==> config.mk <==
export PLATFORM = sky130hd
export DESIGN_NAME = smc_top
export DESIGN_NICKNAME = d
export VERILOG_FILES = /design/src/verilog/smc_pkg.sv /design/src/verilog/smc_top.sv
export SDC_FILE = /design/constraint.sdc
export NUM_CORES = 1
export LEC_CHECK = 0
export BUFFER_PORTS_ARGS = -buffer_cell sky130_fd_sc_hd__buf_2
export CAP_MARGIN = 30
export CELL_PAD_IN_SITES_DETAIL_PLACEMENT = 1
export CELL_PAD_IN_SITES_GLOBAL_PLACEMENT = 1
export CORE_MARGIN = 10
export CORE_UTILIZATION = 30
export CTS_BUF_LIST = sky130_fd_sc_hd__clkbuf_4
export DETAILED_ROUTE_END_ITERATION = 8
export HOLD_SLACK_MARGIN = 0.03
export PLACE_DENSITY = 0.54
export SYNTH_ARGS = -nofsm -noshare
export SYNTH_HDL_FRONTEND = slang
export SYNTH_SLANG_ARGS = --single-unit
==> constraint.sdc <==
create_clock -name I_CLK -period 4.2 [get_ports I_CLK]
set_clock_uncertainty 0.15 [all_clocks]
set_input_delay 0 -clock I_CLK [delete_from_list [all_inputs] [get_ports I_CLK]]
set_output_delay 0 -clock I_CLK [all_outputs]
set_load 0.02 [all_outputs]
==> src/verilog/smc_pkg.sv <==
// shared constants for the interrupt and safety configuration register
package smc_pkg;

  // ------------------------------------------------------------
  // register layout
  // ------------------------------------------------------------
  localparam int          CFG_W        = 8;
  localparam logic [7:0]  CFG_RESET    = 8'h00;
  localparam int          BIT_KEYED_LP = 7;
  localparam int          BIT_PARITY   = 6;
  localparam int          BIT_LEVEL    = 5;
  localparam int          BIT_SHORT    = 4;
  localparam int          BIT_HALF_WD  = 3;
  localparam int          RES_HI       = 2;
  localparam int          RES_LO       = 0;
  localparam logic [2:0]  RES_LARGE    = 3'h4;
  localparam logic [2:0]  RES_MIDDLE   = 3'h5;
  localparam logic [2:0]  RES_SMALL    = 3'h6;

  // ------------------------------------------------------------
  // spi frame layout: write flag, address, parity, data
  // ------------------------------------------------------------
  localparam int          FRAME_W      = 16;
  localparam int          FB_WRITE     = 15;
  localparam int          FB_ADDR_HI   = 14;
  localparam int          FB_ADDR_LO   = 9;
  localparam int          FB_PARITY    = 8;
  localparam int          ADDR_W       = 6;
  localparam logic [5:0]  CFG_ADDR     = 6'h01;
  localparam logic [4:0]  BITS_FULL    = 5'h10;

  // ------------------------------------------------------------
  // resistor expectation and safe-mode variant codes
  // ------------------------------------------------------------
  localparam logic [1:0]  EXPECT_NONE  = 2'h0;
  localparam logic [1:0]  EXPECT_SMALL = 2'h1;
  localparam logic [1:0]  EXPECT_MID   = 2'h2;
  localparam logic [1:0]  EXPECT_LARGE = 2'h3;
  localparam logic [1:0]  SAFE_NONE    = 2'h0;
  localparam logic [1:0]  SAFE_ONE     = 2'h1;
  localparam logic [1:0]  SAFE_TWO     = 2'h2;
  localparam logic [1:0]  SAFE_THREE   = 2'h3;

  // ------------------------------------------------------------
  // timing
  // ------------------------------------------------------------
  localparam int          CLK_MHZ      = 200;
  localparam int          PULSE_LONG_US  = 100;
  localparam int          PULSE_SHORT_US = 25;
  localparam int          PULSE_LONG_CYC  = PULSE_LONG_US * CLK_MHZ;
  localparam int          PULSE_SHORT_CYC = PULSE_SHORT_US * CLK_MHZ;
  localparam int          CNT_W        = 16;

  // interrupt output states
  typedef enum logic [2:0] {
    INT_IDLE  = 3'b001,
    INT_PULSE = 3'b010,
    INT_LEVEL = 3'b100
  } smc_int_e;

endpackage

==> src/verilog/smc_top.sv <==
// configuration register with spi access, interrupt shaping and safe-mode decode
`timescale 1ns/1ps
module smc_top
  import smc_pkg::*;
#(
  parameter int P_LONG_CYC  = smc_pkg::PULSE_LONG_CYC,
  parameter int P_SHORT_CYC = smc_pkg::PULSE_SHORT_CYC
) (
  input  wire logic                       I_CLK,
  input  wire logic                       I_NRST,
  input  wire logic                       I_SCLK,
  input  wire logic                       I_CS_N,
  input  wire logic                       I_MOSI,
  output logic                            O_MISO,
  input  wire logic                       I_INT_EVENT,
  input  wire logic                       I_INT_ACK,
  input  wire logic                       I_PROG_WATCH,
  input  wire logic                       I_WD_HALF,
  input  wire logic                       I_LP_REQ,
  input  wire logic [2:0]                 I_LP_CODE,
  input  wire logic [2:0]                 I_LP_EXPECT,
  output logic                            O_LP_GRANT,
  output logic                            O_LP_REJECT,
  output logic                            O_INT_N,
  output logic                            O_PARITY_ERR,
  output logic [smc_pkg::CFG_W-1:0]       O_CFG,
  output logic                            O_RES_CHECK_EN,
  output logic [1:0]                      O_RES_EXPECT,
  output logic [1:0]                      O_SAFE_VARIANT
);
  import smc_pkg::*;

  // ----------------------------------------------------------
  // reset release and pin synchronisers
  // ----------------------------------------------------------
  logic       rst_a_q;
  logic       rst_n;
  logic [2:0] pin_a_q;
  logic [2:0] pin_b_q;
  logic       sclk_old_q;
  logic       cs_old_q;

  // reset asserts at once, releases after two edges
  always_ff @(posedge I_CLK or negedge I_NRST) begin
    if (!I_NRST) begin
      rst_a_q <= 1'b0;
      rst_n   <= 1'b0;
    end else begin
      rst_a_q <= 1'b1;
      rst_n   <= rst_a_q;
    end
  end

  // first stage feeds only the second stage
  always_ff @(posedge I_CLK or negedge rst_n) begin
    if (!rst_n) begin
      pin_a_q    <= 3'h1;
      pin_b_q    <= 3'h1;
      sclk_old_q <= 1'b0;
      cs_old_q   <= 1'b1;
    end else begin
      pin_a_q    <= {I_MOSI, I_SCLK, I_CS_N};
      pin_b_q    <= pin_a_q;
      sclk_old_q <= pin_b_q[1];
      cs_old_q   <= pin_b_q[0];
    end
  end

  logic mosi_s;
  logic sclk_s;
  logic cs_n_s;
  logic sclk_rise;
  logic sclk_fall;
  logic cs_fall;
  logic cs_rise;

  // edges seen on the synchronised copies only
  always_comb begin
    mosi_s    = pin_b_q[2];
    sclk_s    = pin_b_q[1];
    cs_n_s    = pin_b_q[0];
    sclk_rise = sclk_s & ~sclk_old_q & ~cs_n_s;
    sclk_fall = ~sclk_s & sclk_old_q & ~cs_n_s;
    cs_fall   = ~cs_n_s & cs_old_q;
    cs_rise   = cs_n_s & ~cs_old_q;
  end

  // ----------------------------------------------------------
  // spi frame capture and register write
  // ----------------------------------------------------------
  logic [FRAME_W-1:0] rx_q,   rx_d;
  logic [FRAME_W-1:0] tx_q,   tx_d;
  logic [4:0]         cnt_q,  cnt_d;
  logic [CFG_W-1:0]   cfg_q,  cfg_d;
  logic               perr_q, perr_d;
  logic               miso_q, miso_d;
  logic               frame_ok;
  logic               parity_ok;

  // a frame shorter than sixteen bits is dropped whole; a longer one keeps its last sixteen bits
  always_comb begin
    rx_d      = rx_q;
    tx_d      = tx_q;
    cnt_d     = cnt_q;
    cfg_d     = cfg_q;
    perr_d    = 1'b0;
    miso_d    = miso_q;
    // even parity over the whole frame; the host zeroes the bit when unused
    parity_ok = ~(^rx_q);
    frame_ok  = (cnt_q == BITS_FULL) && rx_q[FB_WRITE]
                && (rx_q[FB_ADDR_HI:FB_ADDR_LO] == CFG_ADDR);
    if (cs_fall) begin
      cnt_d  = 5'h00;
      tx_d   = {7'h00, perr_q, cfg_q};
      miso_d = 1'b0;
    end else if (sclk_rise) begin
      rx_d = {rx_q[FRAME_W-2:0], mosi_s};
      if (cnt_q != BITS_FULL) begin
        cnt_d = cnt_q + 5'h01;
      end
    end else if (sclk_fall) begin
      miso_d = tx_q[FRAME_W-1];
      tx_d   = {tx_q[FRAME_W-2:0], 1'b0};
    end
    if (cs_rise && frame_ok) begin
      if (!cfg_q[BIT_PARITY] || parity_ok) begin
        cfg_d = rx_q[CFG_W-1:0];
      end else begin
        perr_d = 1'b1;
      end
    end
  end

  // spi state registers
  always_ff @(posedge I_CLK or negedge rst_n) begin
    if (!rst_n) begin
      rx_q   <= '0;
      tx_q   <= '0;
      cnt_q  <= 5'h00;
      cfg_q  <= CFG_RESET;
      perr_q <= 1'b0;
      miso_q <= 1'b0;
    end else begin
      rx_q   <= rx_d;
      tx_q   <= tx_d;
      cnt_q  <= cnt_d;
      cfg_q  <= cfg_d;
      perr_q <= perr_d;
      miso_q <= miso_d;
    end
  end

  // ----------------------------------------------------------
  // interrupt output shaping
  // ----------------------------------------------------------
  smc_int_e           st_q,   st_d;
  logic [CNT_W-1:0]   tmr_q,  tmr_d;
  logic               intn_q, intn_d;
  logic               trig;

  // a new event during a pulse is merged into it rather than queued
  always_comb begin
    st_d   = st_q;
    tmr_d  = tmr_q;
    trig   = I_INT_EVENT
             || (I_WD_HALF && I_PROG_WATCH && cfg_q[BIT_HALF_WD]);
    unique case (st_q)
      INT_IDLE: begin
        if (trig && cfg_q[BIT_LEVEL]) begin
          st_d = INT_LEVEL;
        end else if (trig) begin
          st_d  = INT_PULSE;
          tmr_d = cfg_q[BIT_SHORT] ? CNT_W'(P_SHORT_CYC - 1)
                                   : CNT_W'(P_LONG_CYC - 1);
        end
      end
      INT_PULSE: begin
        if (tmr_q == '0) begin
          st_d = INT_IDLE;
        end else begin
          tmr_d = tmr_q - CNT_W'(1);
        end
      end
      INT_LEVEL: begin
        // the event wins over an acknowledge in the same cycle
        if (I_INT_ACK && !trig) begin
          st_d = INT_IDLE;
        end
      end
    endcase
    intn_d = (st_d == INT_IDLE);
  end

  // interrupt registers
  always_ff @(posedge I_CLK or negedge rst_n) begin
    if (!rst_n) begin
      st_q   <= INT_IDLE;
      tmr_q  <= '0;
      intn_q <= 1'b1;
    end else begin
      st_q   <= st_d;
      tmr_q  <= tmr_d;
      intn_q <= intn_d;
    end
  end

  // ----------------------------------------------------------
  // low-power entry check and resistor code decode
  // ----------------------------------------------------------
  logic       grant_q, grant_d;
  logic       rej_q,   rej_d;
  logic       chk_q,   chk_d;
  logic [1:0] exp_q,   exp_d;
  logic [1:0] safe_q,  safe_d;

  // outputs registered so the pins never see decode glitches
  always_comb begin
    grant_d = 1'b0;
    rej_d   = 1'b0;
    if (I_LP_REQ) begin
      if (!cfg_q[BIT_KEYED_LP] || (I_LP_CODE == I_LP_EXPECT)) begin
        grant_d = 1'b1;
      end else begin
        rej_d = 1'b1;
      end
    end
    chk_d  = 1'b0;
    exp_d  = EXPECT_NONE;
    safe_d = SAFE_NONE;
    unique case (cfg_q[RES_HI:RES_LO])
      RES_LARGE: begin
        chk_d  = 1'b1;
        exp_d  = EXPECT_LARGE;
        safe_d = SAFE_THREE;
      end
      RES_MIDDLE: begin
        chk_d  = 1'b1;
        exp_d  = EXPECT_MID;
        safe_d = SAFE_TWO;
      end
      RES_SMALL: begin
        chk_d  = 1'b1;
        exp_d  = EXPECT_SMALL;
        safe_d = SAFE_ONE;
      end
      default: begin
        chk_d  = 1'b0;
      end
    endcase
  end

  // decode registers
  always_ff @(posedge I_CLK or negedge rst_n) begin
    if (!rst_n) begin
      grant_q <= 1'b0;
      rej_q   <= 1'b0;
      chk_q   <= 1'b0;
      exp_q   <= EXPECT_NONE;
      safe_q  <= SAFE_NONE;
    end else begin
      grant_q <= grant_d;
      rej_q   <= rej_d;
      chk_q   <= chk_d;
      exp_q   <= exp_d;
      safe_q  <= safe_d;
    end
  end

  // ----------------------------------------------------------
  // outputs straight from flip-flops
  // ----------------------------------------------------------
  always_comb begin
    O_MISO         = miso_q;
    O_LP_GRANT     = grant_q;
    O_LP_REJECT    = rej_q;
    O_INT_N        = intn_q;
    O_PARITY_ERR   = perr_q;
    O_CFG          = cfg_q;
    O_RES_CHECK_EN = chk_q;
    O_RES_EXPECT   = exp_q;
    O_SAFE_VARIANT = safe_q;
  end

endmodule

* Word level (Yosys, flattened, before mapping) *
Index checks and enable logic that the tools add are counted.

storage, ports and cells
  register bits = 82
  bits in latches = 0
  bits in writable memories = 0
  bits in read-only memories = 0
  input port bits = 16
  output and inout port bits = 18
  word-level logic and storage cells = 100
  memories = 0

cells by class
  $add $sub $neg = 2
  $mul = 0
  div/mod/pow operators = 0
  order comparisons = 0
  equality and inequality tests = 15
  shift operators = 0
  muxes and demuxes = 27
  bitwise gates (word level) = 12
  reductions and logical operators = 25

operators with widths
  cell                                                                   count
  16-bit 2-to-1 mux                                                      6
  16-bit case mux with 2 select lines                                    1
  16-bit logical NOT                                                     1
  16-bit parity                                                          1
  16-bit by 1-bit subtractor with 16-bit output, second input constant   1
  15-bit 2-to-1 mux                                                      1
  5-bit 2-to-1 mux                                                       3
  3-bit equality test, second input constant                             4
  3-bit 2-to-1 mux                                                       4
  1-bit 2-to-1 mux                                                       10
  3-bit case mux with 3 select lines                                     1
  2-bit AND reduction                                                    4
  2-bit nonzero test                                                     4
  1-bit logical AND                                                      7
  1-bit bitwise AND                                                      6
  3-bit by 1-bit equality test with 1-bit output, second input constant  2
  6-bit by 1-bit equality test with 1-bit output, second input constant  1
  2-bit inequality test, second input constant                           3
  1-bit inverter                                                         6
  2-bit case mux with 3 select lines                                     1
  5-bit by 1-bit adder with 5-bit output, second input constant          1
  5-bit equality test, second input constant                             1
  5-bit inequality test, second input constant                           1
  4-bit AND reduction                                                    1
  6 further kinds                                                        10

* Longest topological paths before layout *
Gate-level depths: netlist (run 1).

  depth after elaboration = 8
  mapped depth = 9
  mapped depth without buffers = 8

* Worst setup path after synthesis (run 1) *
OpenSTA, ideal clock, no wires.

  path type = reg2reg
  start point = reg tmr_q[4]
  end point = reg tmr_q[6]
  library setup time = 0.122 ns
  data arrival time = 1.894 ns
  required time = 3.928 ns
  path slack = 2.035 ns
  stages on the path, launching flop included = 8
  path buffers = 2
  clock period less this slack = 2.165 ns
  cells stage by stage = dfrtp_1 > or4_1 > buf_2 > nor4_4 > a21oi_2 > and2_1 > buf_6 > a32o_1

on the way
  cells in the longest elaborated chain, start to end = 3
  elaborated cells between the ends (all ways) = 6
  classes of those cells = add/sub (1); eq/ne (1); mux (2); reduce/logical (2)

RTL lines
  element                                                                                     RTL line                        text
  start, declared                                                                             smc_top.sv:157                  logic [CNT_W-1:0] tmr_q, tmr_d;
  start signal, assigned                                                                      smc_top.sv:202                  tmr_q <= tmr_d;
  16-bit by 1-bit subtractor with 16-bit output / 16-bit logical NOT (equally long branches)  smc_top.sv:181, smc_top.sv:178
  16-bit 2-to-1 mux / 2-bit inequality test (equally long branches)                           --
  16-bit case mux with 2 select lines / 4-bit AND reduction (equally long branches)           --

Several ways; a longest one is shown, not always the timed one. The select of a mux whose other input is x is not followed.
A chain may end at the register's enable or synchronous reset.

* Worst setup path after layout (run 1) *
  start point = reg cfg_q[3] (netlist: O_CFG[3])
  end point = reg intn_q (netlist: O_INT_N)

on the way
  cells in the longest elaborated chain, start to end = 7
  elaborated cells between the ends (all ways) = 10
  classes of those cells = eq/ne (1); mux (4); reduce/logical (5)

RTL lines
  element                                             RTL line        text
  start, declared                                     smc_top.sv:94   logic [CFG_W-1:0] cfg_q, cfg_d;
  start signal, assigned                              smc_top.sv:147  cfg_q <= cfg_d;
  1-bit logical AND (*)                               smc_top.sv:166  || (I_WD_HALF && I_PROG_WATCH && cfg_q[BIT_HALF_WD]);
  1-bit logical OR (*)                                smc_top.sv:166
  1-bit logical NOT                                   smc_top.sv:186  if (I_INT_ACK && !trig) begin
  1-bit logical AND                                   smc_top.sv:186
  3-bit 2-to-1 mux                                    smc_top.sv:186
  3-bit case mux with 3 select lines (*)              smc_top.sv:167  unique case (st_q)
  via st_d[2]                                         smc_top.sv:156  smc_int_e st_q, st_d;
  3-bit by 1-bit equality test with 1-bit output (*)  smc_top.sv:191  intn_d = (st_d == INT_IDLE);
  via intn_d                                          smc_top.sv:158  logic intn_q, intn_d;
  end signal, assigned                                smc_top.sv:203  intn_q <= intn_d;
  end, declared                                       smc_top.sv:158

Mark *: on every way through the listed nets, which the timed path passes. The rest lies on a longest branch.

==> results by group, run 1 <==
Run status
  – Run status: finished clean

GRT
  – Initial antenna violation count: 0
  – Via count of the first global-routing pass: 3029
  – Global-route congestion overflow total: 0
  – GRT Util Overall: 11.1%
  – Largest net degree at the start of global routing: 42
  – First-pass GRT wire length: 15.8 mm

STA
  – Final setup margin: 1530 ps
  – Number of setup violations in the final report: 0
  – Actual slew at the worst max-slew pin: 661 ps
  – Max_slew headroom: 55.6%
  – Unrepaired setup endpoints after global routing: no
  – Final critical-path required period: 2670 ps
  – Final count of pins violating max slew: 0
  – Aggregate negative setup slack: 0 ps
  – Final Hold Fails: 0
  – Tcrit/Tclk final: 63.5%
  – Fmax achieved: 375 MHz

Power and ir drop
  – P_leak: 2.07 nW
  – Peak supply drop: 0.000200 V
  – Internal power contribution: 1.35 mW
  – Power dissipated by switching net loads: 0.595 mW
  – Part of the total power dissipated in combinational logic: 17.1%
  – Reg power frac: 51.9%
  – Fraction of power spent switching nets: 30.5%
  – Share of total power in the clock network: 31.0%
  – Total power per unit cell area: 432 mW/mm2

Clock tree
  – Root buf cell: clkbuf_4
  – Num CTS Buffers: 9
  – Clock transition at the registers of the reported paths: 140 ps
  – CTS tree: done
  – Setup bufs post-CTS: 0
  – Number of levels the H-tree was split into: 3
  – Total clock sinks: 82
  – Maximum root-to-sink buffer count: 2
  – Gates resized, CTS repair: 0
  – Insertion delay to the later sink of the worst-skew pair: 450 ps

Worst setup path
  – CP Max Fanout: 5
  – Critical path class: flip-flop to flip-flop
  – Kind of end point of the critical path: flip-flop
  – Setup crit start kind: flip-flop
  – Worst setup slack for register-to-register paths: 1530 ps
  – Critical path arrival: 2920 ps
  – Reg-to-reg critical path startpoint: O_CFG[3]
  – Worst reg-to-reg path cell count: 7
  – R2r endpoint: O_INT_N
  – WP data required: 4450 ps

Logic synthesis
  – Simple-gate area share of the yosys netlist: 16.3%
  – Post-synthesis share of cell area spent on full adders, half adders and majority gates: 0.996%
  – List of most frequent post-synthesis cells: dfrtp_1, nand2_1, a21oi_1, nor2_1, mux2_2
  – Area share of the leading cell type in the synthesized netlist: 51.1%
  – Most used standard cell by instance count after synthesis: dfrtp_1
  – Mean cell area of the mapped netlist: 10.4 um2
  – Most instantiated flip-flop cell in the synthesis netlist: dfrtp_1
  – Post-Syn Instances: 362
  – Post-Synth XOR/XNOR Area: 5.11%
  – Total standard cell area after synthesis: 0.00377 mm2
  – Total nets after synthesis: 381
  – Distinct cell type count of the synthesized netlist: 50
  – Top area cells in the synthesized netlist: dfrtp_1, mux2_2, nand2_1
  – Multiplexer share of the synthesized area: 7.14%
  – Largest family of logic cells by synthesized area: simple AND/OR/NAND/NOR gates
  – Share of flip-flops with an asynchronous set or reset: 100%
  – Post-synthesis compound-gate area fraction: 12.9%
  – Leading area contributor after synthesis: dfrtp_1
  – Post-synth EDFFs: 0
  – Register area share after synthesis: 54.6%
  – Synth Warn #: 0
  – Seq cells post-synth: 82

Routing
  – Number of vias after detailed routing: 2871
  – Post-detailed-route via-to-cell ratio: 4.89
  – Drt drc: 0
  – DRT iter0 DRCs: 136
  – Post-DR wirelength/cell: 16.1 um
  – Overall routed net length: 9.44 mm
  – Detail Route Antenna Nets: 0
  – First-pass iteration count of the detailed router: 4

Cells and area
  – Fraction of layout cells with a size suffix above 1: 22.2%
  – Non-filler cells, final: 587
  – Fin nets: 433
  – Total non-filler cell area in the finished layout: 0.00451 mm2
  – Layout-stage area growth over the synthesis result: 19.6%
  – Final core area utilization: 37.1%
  – Ant diodes: 0
  – Number of fill cells: 1405

Floorplanning
  – Row count: 40
  – Height of the chip: 132 um
  – I/O pins: 34
  – Area of the core: 0.0122 mm2
  – Horiz. Die Dim: 132 um
  – Total Die Area: 0.0174 mm2
  – Effective utilization at floorplan: 31.0%

Placed design
  – Input/output buffers: 33
  – Minimum setup slack after placement: 1660 ps
  – Placed inst area: 0.00412 mm2
  – Final GP Congestion: 0.793
  – Number of instances in the placed design: 551
  – Detailed Place HPWL: 6.61 mm

Hold path
  – Worst hold path depth: 7
  – Worst Hold End: st_q[1]
  – Min-delay worst type: input pin to flip-flop
  – Start point of the worst min-delay path: I_PROG_WATCH

Flow run
  – Count of max-cap constraint violations: 0
## how the worst max path moves through the flow
stage	start	endpoint	slack [ps]	cells after the start
4_1_cts	O_CFG[3]	O_INT_N	1570	7
3_3_place_gp	tmr_q[4]	tmr_q[6]	1750	5
5_1_grt	O_CFG[3]	O_INT_N	1430	7
2_1_floorplan	rst_n	O_CFG[0]	1610	0
3_5_place_dp	tmr_q[4]	tmr_q[6]	1660	5
6_report	O_CFG[3]	O_INT_N	1530	7
## repair_timing
action / in CTS / in global routing
setup endpoints to repair: 0 / 0
hold buffers: 20 / 0
hold endpoints to repair: 11 / 0
## kinds of logic (layout without fill, tap and decap cells)
group           after synthesis  count (layout)
xor+xnor                     22              22
buf+inv                      24              81
flops                        82              82
mux                          24              24
compound gates               78              78
fa+ha+maj                     3               3
other cells                   1               1
simple gates                128             128
## flip-flops by register name, summed over array words and instances, names as in the netlist, 2 cells and up
register	cells
O_CFG	8
O_SAFE_VARIANT	2
cnt_q	5
pin_a_q	3
pin_b_q	3
rx_q	16
st_q	3
tmr_q	16
tx_q	16
## stage by stage
stage / hold slack [ps] / power, mW
floorplan: -446 / 1.25
global placement: -365 / 1.34
detailed placement: -362 / 1.35
finish: 130 / 1.95
CTS: 73.0 / 1.99
global route: 149 / 2.07
## routing by layer
layer,vias up,part of all wire [%],track usage (%),wire [um]
met5,-,0,0,0
met4,0,0.96,3.77,91
met3,10,3.7,3.93,353
met2,43,49,18.3,4640
met1,1450,46,13.2,4360
li1,1368,-,-,-
## critical path, stage by stage, from the launching register on
cell and delay [ps]:
dfrtp_1 480, a31o_2 260, dlygate4sd3_1 600, nand2_1 80
a21oi_1 60, a211oi_1 340, a21oi_1 70, dlygate4sd3_1 560
## cells in the final DEF, fill, tap and decap left out, types with 4 or more instances in the layout
master	instances
dfrtp_1	76
nand2_1	54
buf_2	33
nor2_1	32
a21oi_1	32
mux2_2	23
dlygate4sd3_1	20
xnor2_1	15
a31oi_1	11
o21ai_0	10
clkbuf_4	9
inv_1	7
xor2_1	7
nand3_1	6
dfstp_2	5
a31o_2	5
nor3_1	4
nor2b_1	4
and2_1	4
nand2b_1	4
buf_4	4
## layout make-up
class                      count  area [um2]  area share (%)
inverter                       7        26.3           0.583
clock inverter                 7         124            2.75
sequential                    82        2060            45.8
clock buffer                   9        67.6            1.50
timing repair buffer          58         415            9.22
tap                          168         210            4.66
multi-input combinational    256        1600            35.5
## power groups by stage
stage | combinational [mW] | sequential [mW] | clock (mW)
after floorplan | 0.253 | 0.994 | 0
after global placement | 0.306 | 1.03 | 0
after detailed placement | 0.326 | 1.03 | 0
after CTS | 0.341 | 1.01 | 0.636
after global routing | 0.375 | 1.03 | 0.666
final | 0.333 | 1.01 | 0.604
(Power assumes the default switching activity.)
==> inputs of run 2 (changes only) <==
- ABC_AREA: unset -> 1
- PLACE_DENSITY: 0.54 -> 0.58
- clock period: 4.2 -> 2.4 ns (I/O delays scaled with it)
==> run 2 against run 1 <==
Compared with the run above:
- die area increased by 7.1%
- count of clock-buffer cells in the layout increased by 4
- wire length increased by 8.6%
- first-iteration DRC count increased by 6.6%
- power increased by 78%
- fmax increased by 26%
- utilization decreased by 0.99 points
- clock power increased by 42%
- flip-flop and latch count unchanged
- combinational power increased to 2.6 times the previous value
- worst setup slack got worse by 1300 ps
- via count increased by 20%
- critical endpoint is now tmr_q[9]
- highest routed layer unchanged
==> results by group, run 2 <==
Clock tree
  – CTS tree: done (unchanged)
  – Total clock sinks: 82 (unchanged)
  – Maximum root-to-sink buffer count: 2 (unchanged)
  – Post-CTS Hold Fix Bufs: 19 (was 20)
  – Root buf cell: clkbuf_4 (unchanged)
  – Gates resized, CTS repair: 0 (unchanged)
  – Insertion delay to the later sink of the worst-skew pair: 460 ps (was 450 ps)
  – Setup bufs post-CTS: 0 (unchanged)
  – Num CTS Buffers: 9 (unchanged)
  – Number of levels the H-tree was split into: 3 (unchanged)
  – Clock transition at the registers of the reported paths: 140 ps (about the same)

Logic synthesis
  – Area share of the leading cell type in the synthesized netlist: 47.2% (was 51.1%)
  – Total standard cell area after synthesis: 0.00409 mm2 (was 0.00377 mm2)
  – Mean cell area of the mapped netlist: 7.95 um2 (was 10.4 um2)
  – Share of flip-flops with an asynchronous set or reset: 100% (unchanged)
  – Seq cells post-synth: 82 (unchanged)
  – Post-Syn Instances: 514 (was 362)
  – Leading area contributor after synthesis: dfrtp_1 (unchanged)
  – Most used standard cell by instance count after synthesis: nand2_1 (was dfrtp_1)
  – Post-synth EDFFs: 0 (unchanged)
  – List of most frequent post-synthesis cells: nand2_1, dfrtp_1, inv_1 (was dfrtp_1, nand2_1, a21oi_1, nor2_1, mux2_2)
  – Register area share after synthesis: 50.4% (was 54.6%)
  – Synth Warn #: 0 (unchanged)
  – Distinct cell type count of the synthesized netlist: 40 (was 50)
  – Most instantiated flip-flop cell in the synthesis netlist: dfrtp_1 (unchanged)
  – Top area cells in the synthesized netlist: dfrtp_1, nand2_1, inv_1 (was dfrtp_1, mux2_2, nand2_1)
  – Total nets after synthesis: 533 (was 381)

Cells and area
  – Fin nets: 590 (was 433)
  – Ant diodes: 0 (unchanged)
  – Layout-stage area growth over the synthesis result: 17.4% (was 19.6%)
  – Most common cell after layout, fill and taps aside: nand2_1 (was dfrtp_1)
  – Non-filler cells, final: 752 (was 587)
  – Commonest non-fill, non-tap cells in the layout: nand2_1, dfrtp_1, inv_1, nor2_1, o21ai_0 (was dfrtp_1, nand2_1, buf_2, nor2_1, a21oi_1)
  – Fraction of layout cells with a size suffix above 1: 14.9% (was 22.2%)
  – Leading registers by flop count: rx_q: 16 flops, tmr_q: 16 flops, tx_q: 16 flops (unchanged)

GRT
  – Largest net degree at the start of global routing: 33 (was 42)
  – Global-route congestion overflow total: 0 (unchanged)
  – Via count of the first global-routing pass: 3626 (was 3029)
  – GRT Util Overall: 11.8% (was 11.1%)
  – Initial antenna violation count: 0 (unchanged)
  – First-pass GRT wire length: 17.6 mm (was 15.8 mm)

Worst setup path
  – Critical path arrival: 2320 ps (was 2920 ps)
  – Worst setup slack for register-to-register paths: 280 ps (was 1530 ps)
  – WP data required: 2600 ps (was 4450 ps)
  – Critical path class: flip-flop to flip-flop (unchanged)
  – Reg-to-reg critical path startpoint: tmr_q[0] (was O_CFG[3])
  – Kind of end point of the critical path: flip-flop (unchanged)
  – Critical path endpoint: tmr_q[9] (was O_INT_N)
  – CP Max Fanout: 15 (was 5)
  – Slowest cell delay on critical path: 410 ps (was 600 ps)
  – R2r endpoint: tmr_q[9] (was O_INT_N)
  – Cell at the slowest stage of the critical path: dfrtp_1 (was dlygate4sd3_1)
  – Worst reg-to-reg path cell count: 11 (was 7)
  – Worst setup path start: tmr_q[0] (was O_CFG[3])
  – Worst path cell trace: inv_1 -> ha_1 -> nand3_2 -> nor2_4 -> inv_2 -> nor2_8 -> nand3_2 -> nand2_2 -> inv_2 -> nand2_1 -> nand3_1 (was a31o_2 -> dlygate4sd3_1 -> nand2_1 -> a21oi_1 -> a211oi_1 -> a21oi_1 -> dlygate4sd3_1)
  – Setup crit start kind: flip-flop (unchanged)

Routing
  – Number of vias after detailed routing: 3439 (was 2871)
  – Overall routed net length: 10.3 mm (was 9.44 mm)
  – First-pass iteration count of the detailed router: 4 (unchanged)
  – Drt drc: 0 (unchanged)
  – Post-detailed-route via-to-cell ratio: 4.57 (was 4.89)
  – DRT iter0 DRCs: 145 (was 136)
  – Detail Route Antenna Nets: 0 (unchanged)
  – Post-DR wirelength/cell: 13.6 um (was 16.1 um)

Power and ir drop
  – Post-layout power: 3.47 mW (was 1.95 mW)
  – Total power per unit cell area: 723 mW/mm2 (was 432 mW/mm2)
  – Peak supply drop: 0.000314 V (was 0.000200 V)
  – P_leak: 2.41 nW (was 2.07 nW)

Placed design
  – Final GP Congestion: 0.811 (was 0.793)
  – Detailed Place HPWL: 7.50 mm (was 6.61 mm)
  – Input/output buffers: 33 (unchanged)
  – Number of instances in the placed design: 717 (was 551)

Floorplanning
  – Effective utilization at floorplan: 30.7% (was 31.0%)
  – I/O pins: 34 (unchanged)
  – Area of the core: 0.0133 mm2 (was 0.0122 mm2)
  – Height of the chip: 137 um (was 132 um)
  – Row count: 42 (was 40)
  – Horiz. Die Dim: 137 um (was 132 um)
  – Total Die Area: 0.0187 mm2 (was 0.0174 mm2)

STA
  – Unrepaired setup endpoints after global routing: no (unchanged)
  – Final Hold Fails: 0 (unchanged)
  – Aggregate negative setup slack: 0 ps (unchanged)
  – Tcrit/Tclk final: 88.2% (was 63.5%)
  – Final critical-path required period: 2120 ps (was 2670 ps)
  – Final count of pins violating max slew: 0 (unchanged)
  – Fmax achieved: 472 MHz (was 375 MHz)
  – Max_slew headroom: 53.5% (was 55.6%)
  – Number of setup violations in the final report: 0 (unchanged)
  – Actual slew at the worst max-slew pin: 696 ps (was 661 ps)
  – Final hold slack: 128 ps (was 130 ps)

Flow run
  – Count of max-cap constraint violations: 0 (unchanged)

Hold path
  – Min-delay worst type: flip-flop to asynchronous set/reset pin (was input pin to flip-flop)

Run status
  – Run status: finished clean (unchanged)
-- run 2: changes by cell type after synthesis, moves of 5 or more --
cell | before | now
mux2_2 | 23 | 0
nand3_1 | 6 | 32
nand4_1 | 2 | 7
nor2_1 | 32 | 37
nand2_1 | 54 | 165
xnor2_1 | 15 | 3
a21oi_1 | 32 | 11
a31o_2 | 5 | 0
a31oi_1 | 11 | 4
o21ai_0 | 10 | 37
o21ai_1 | 1 | 7
inv_2 | 0 | 5
clkbuf_1 | 11 | 5
inv_1 | 7 | 65
-- run 2: worst min-delay path by stage --
| stage | end | slack (ps) |
|---|---|---|
| 6_report | rx_q[4] | 130 |
| 5_1_grt | tmr_q[11] | 160 |
| 4_1_cts | tmr_q[11] | 100 |
| 3_5_place_dp | rst_a_q | -360 |
| 3_3_place_gp | rst_a_q | -360 |
| 2_1_floorplan | rst_a_q | -450 |
-- run 2: cells by family after synthesis --
family | synth area share, %
AND/OR/NAND/NOR | 28.0
adder cells (fa/ha/maj) | 0.919
buffers and inverters | 8.42
flip-flops | 50.4
AO/OA/AOI/OAI | 10.7
XOR/XNOR | 1.50
other | 0.0918
-- run 2: layout make-up --
type                       instances  area, um2
fill                            1625       8500
sequential                        82       2060
multi-input combinational        348       1680
timing repair buffer              60        428
inverter                          70        263
tap                              176        220
clock buffer                      13       97.6
clock inverter                     3       42.5
-- run 2: through the flow --
stage / cell area, um2 / utilization [%] / setup slack, ps
floorplan: 4090 / - / 566
global placement: 4470 / 33.6 / 364
detailed placement: 4470 / 33.6 / 272
CTS: 4800 / 36.1 / 257
global route: 4800 / 36.1 / 86.9
finish: 4800 / 36.1 / 282
-- run 2: power by group --
group | switching, mW | internal, mW | leakage [nW]
Sequential | 0.176 | 1.57 | 1.04
Clock | 0.496 | 0.364 | 0.0780
Combinational | 0.536 | 0.321 | 1.29
Total | 1.21 | 2.26 | 2.41
-- run 2: routing by layer --
layer | vias up | global-route usage [%] | wire, um
met1 | 1651 | 14.5 | 4800
met5 | - | 0 | 0
met4 | 0 | 5.50 | 199
met3 | 14 | 2.57 | 272
met2 | 26 | 19.2 | 4990
li1 | 1748 | - | -
-- run 2: critical path: cells and delay by family, from the launching register on --
kind / cells / cell delay [ps]
and+or+nand+nor: 7 / 850
DFF: 1 / 410
buffers and inverters: 3 / 360
adders and majority gates: 1 / 220
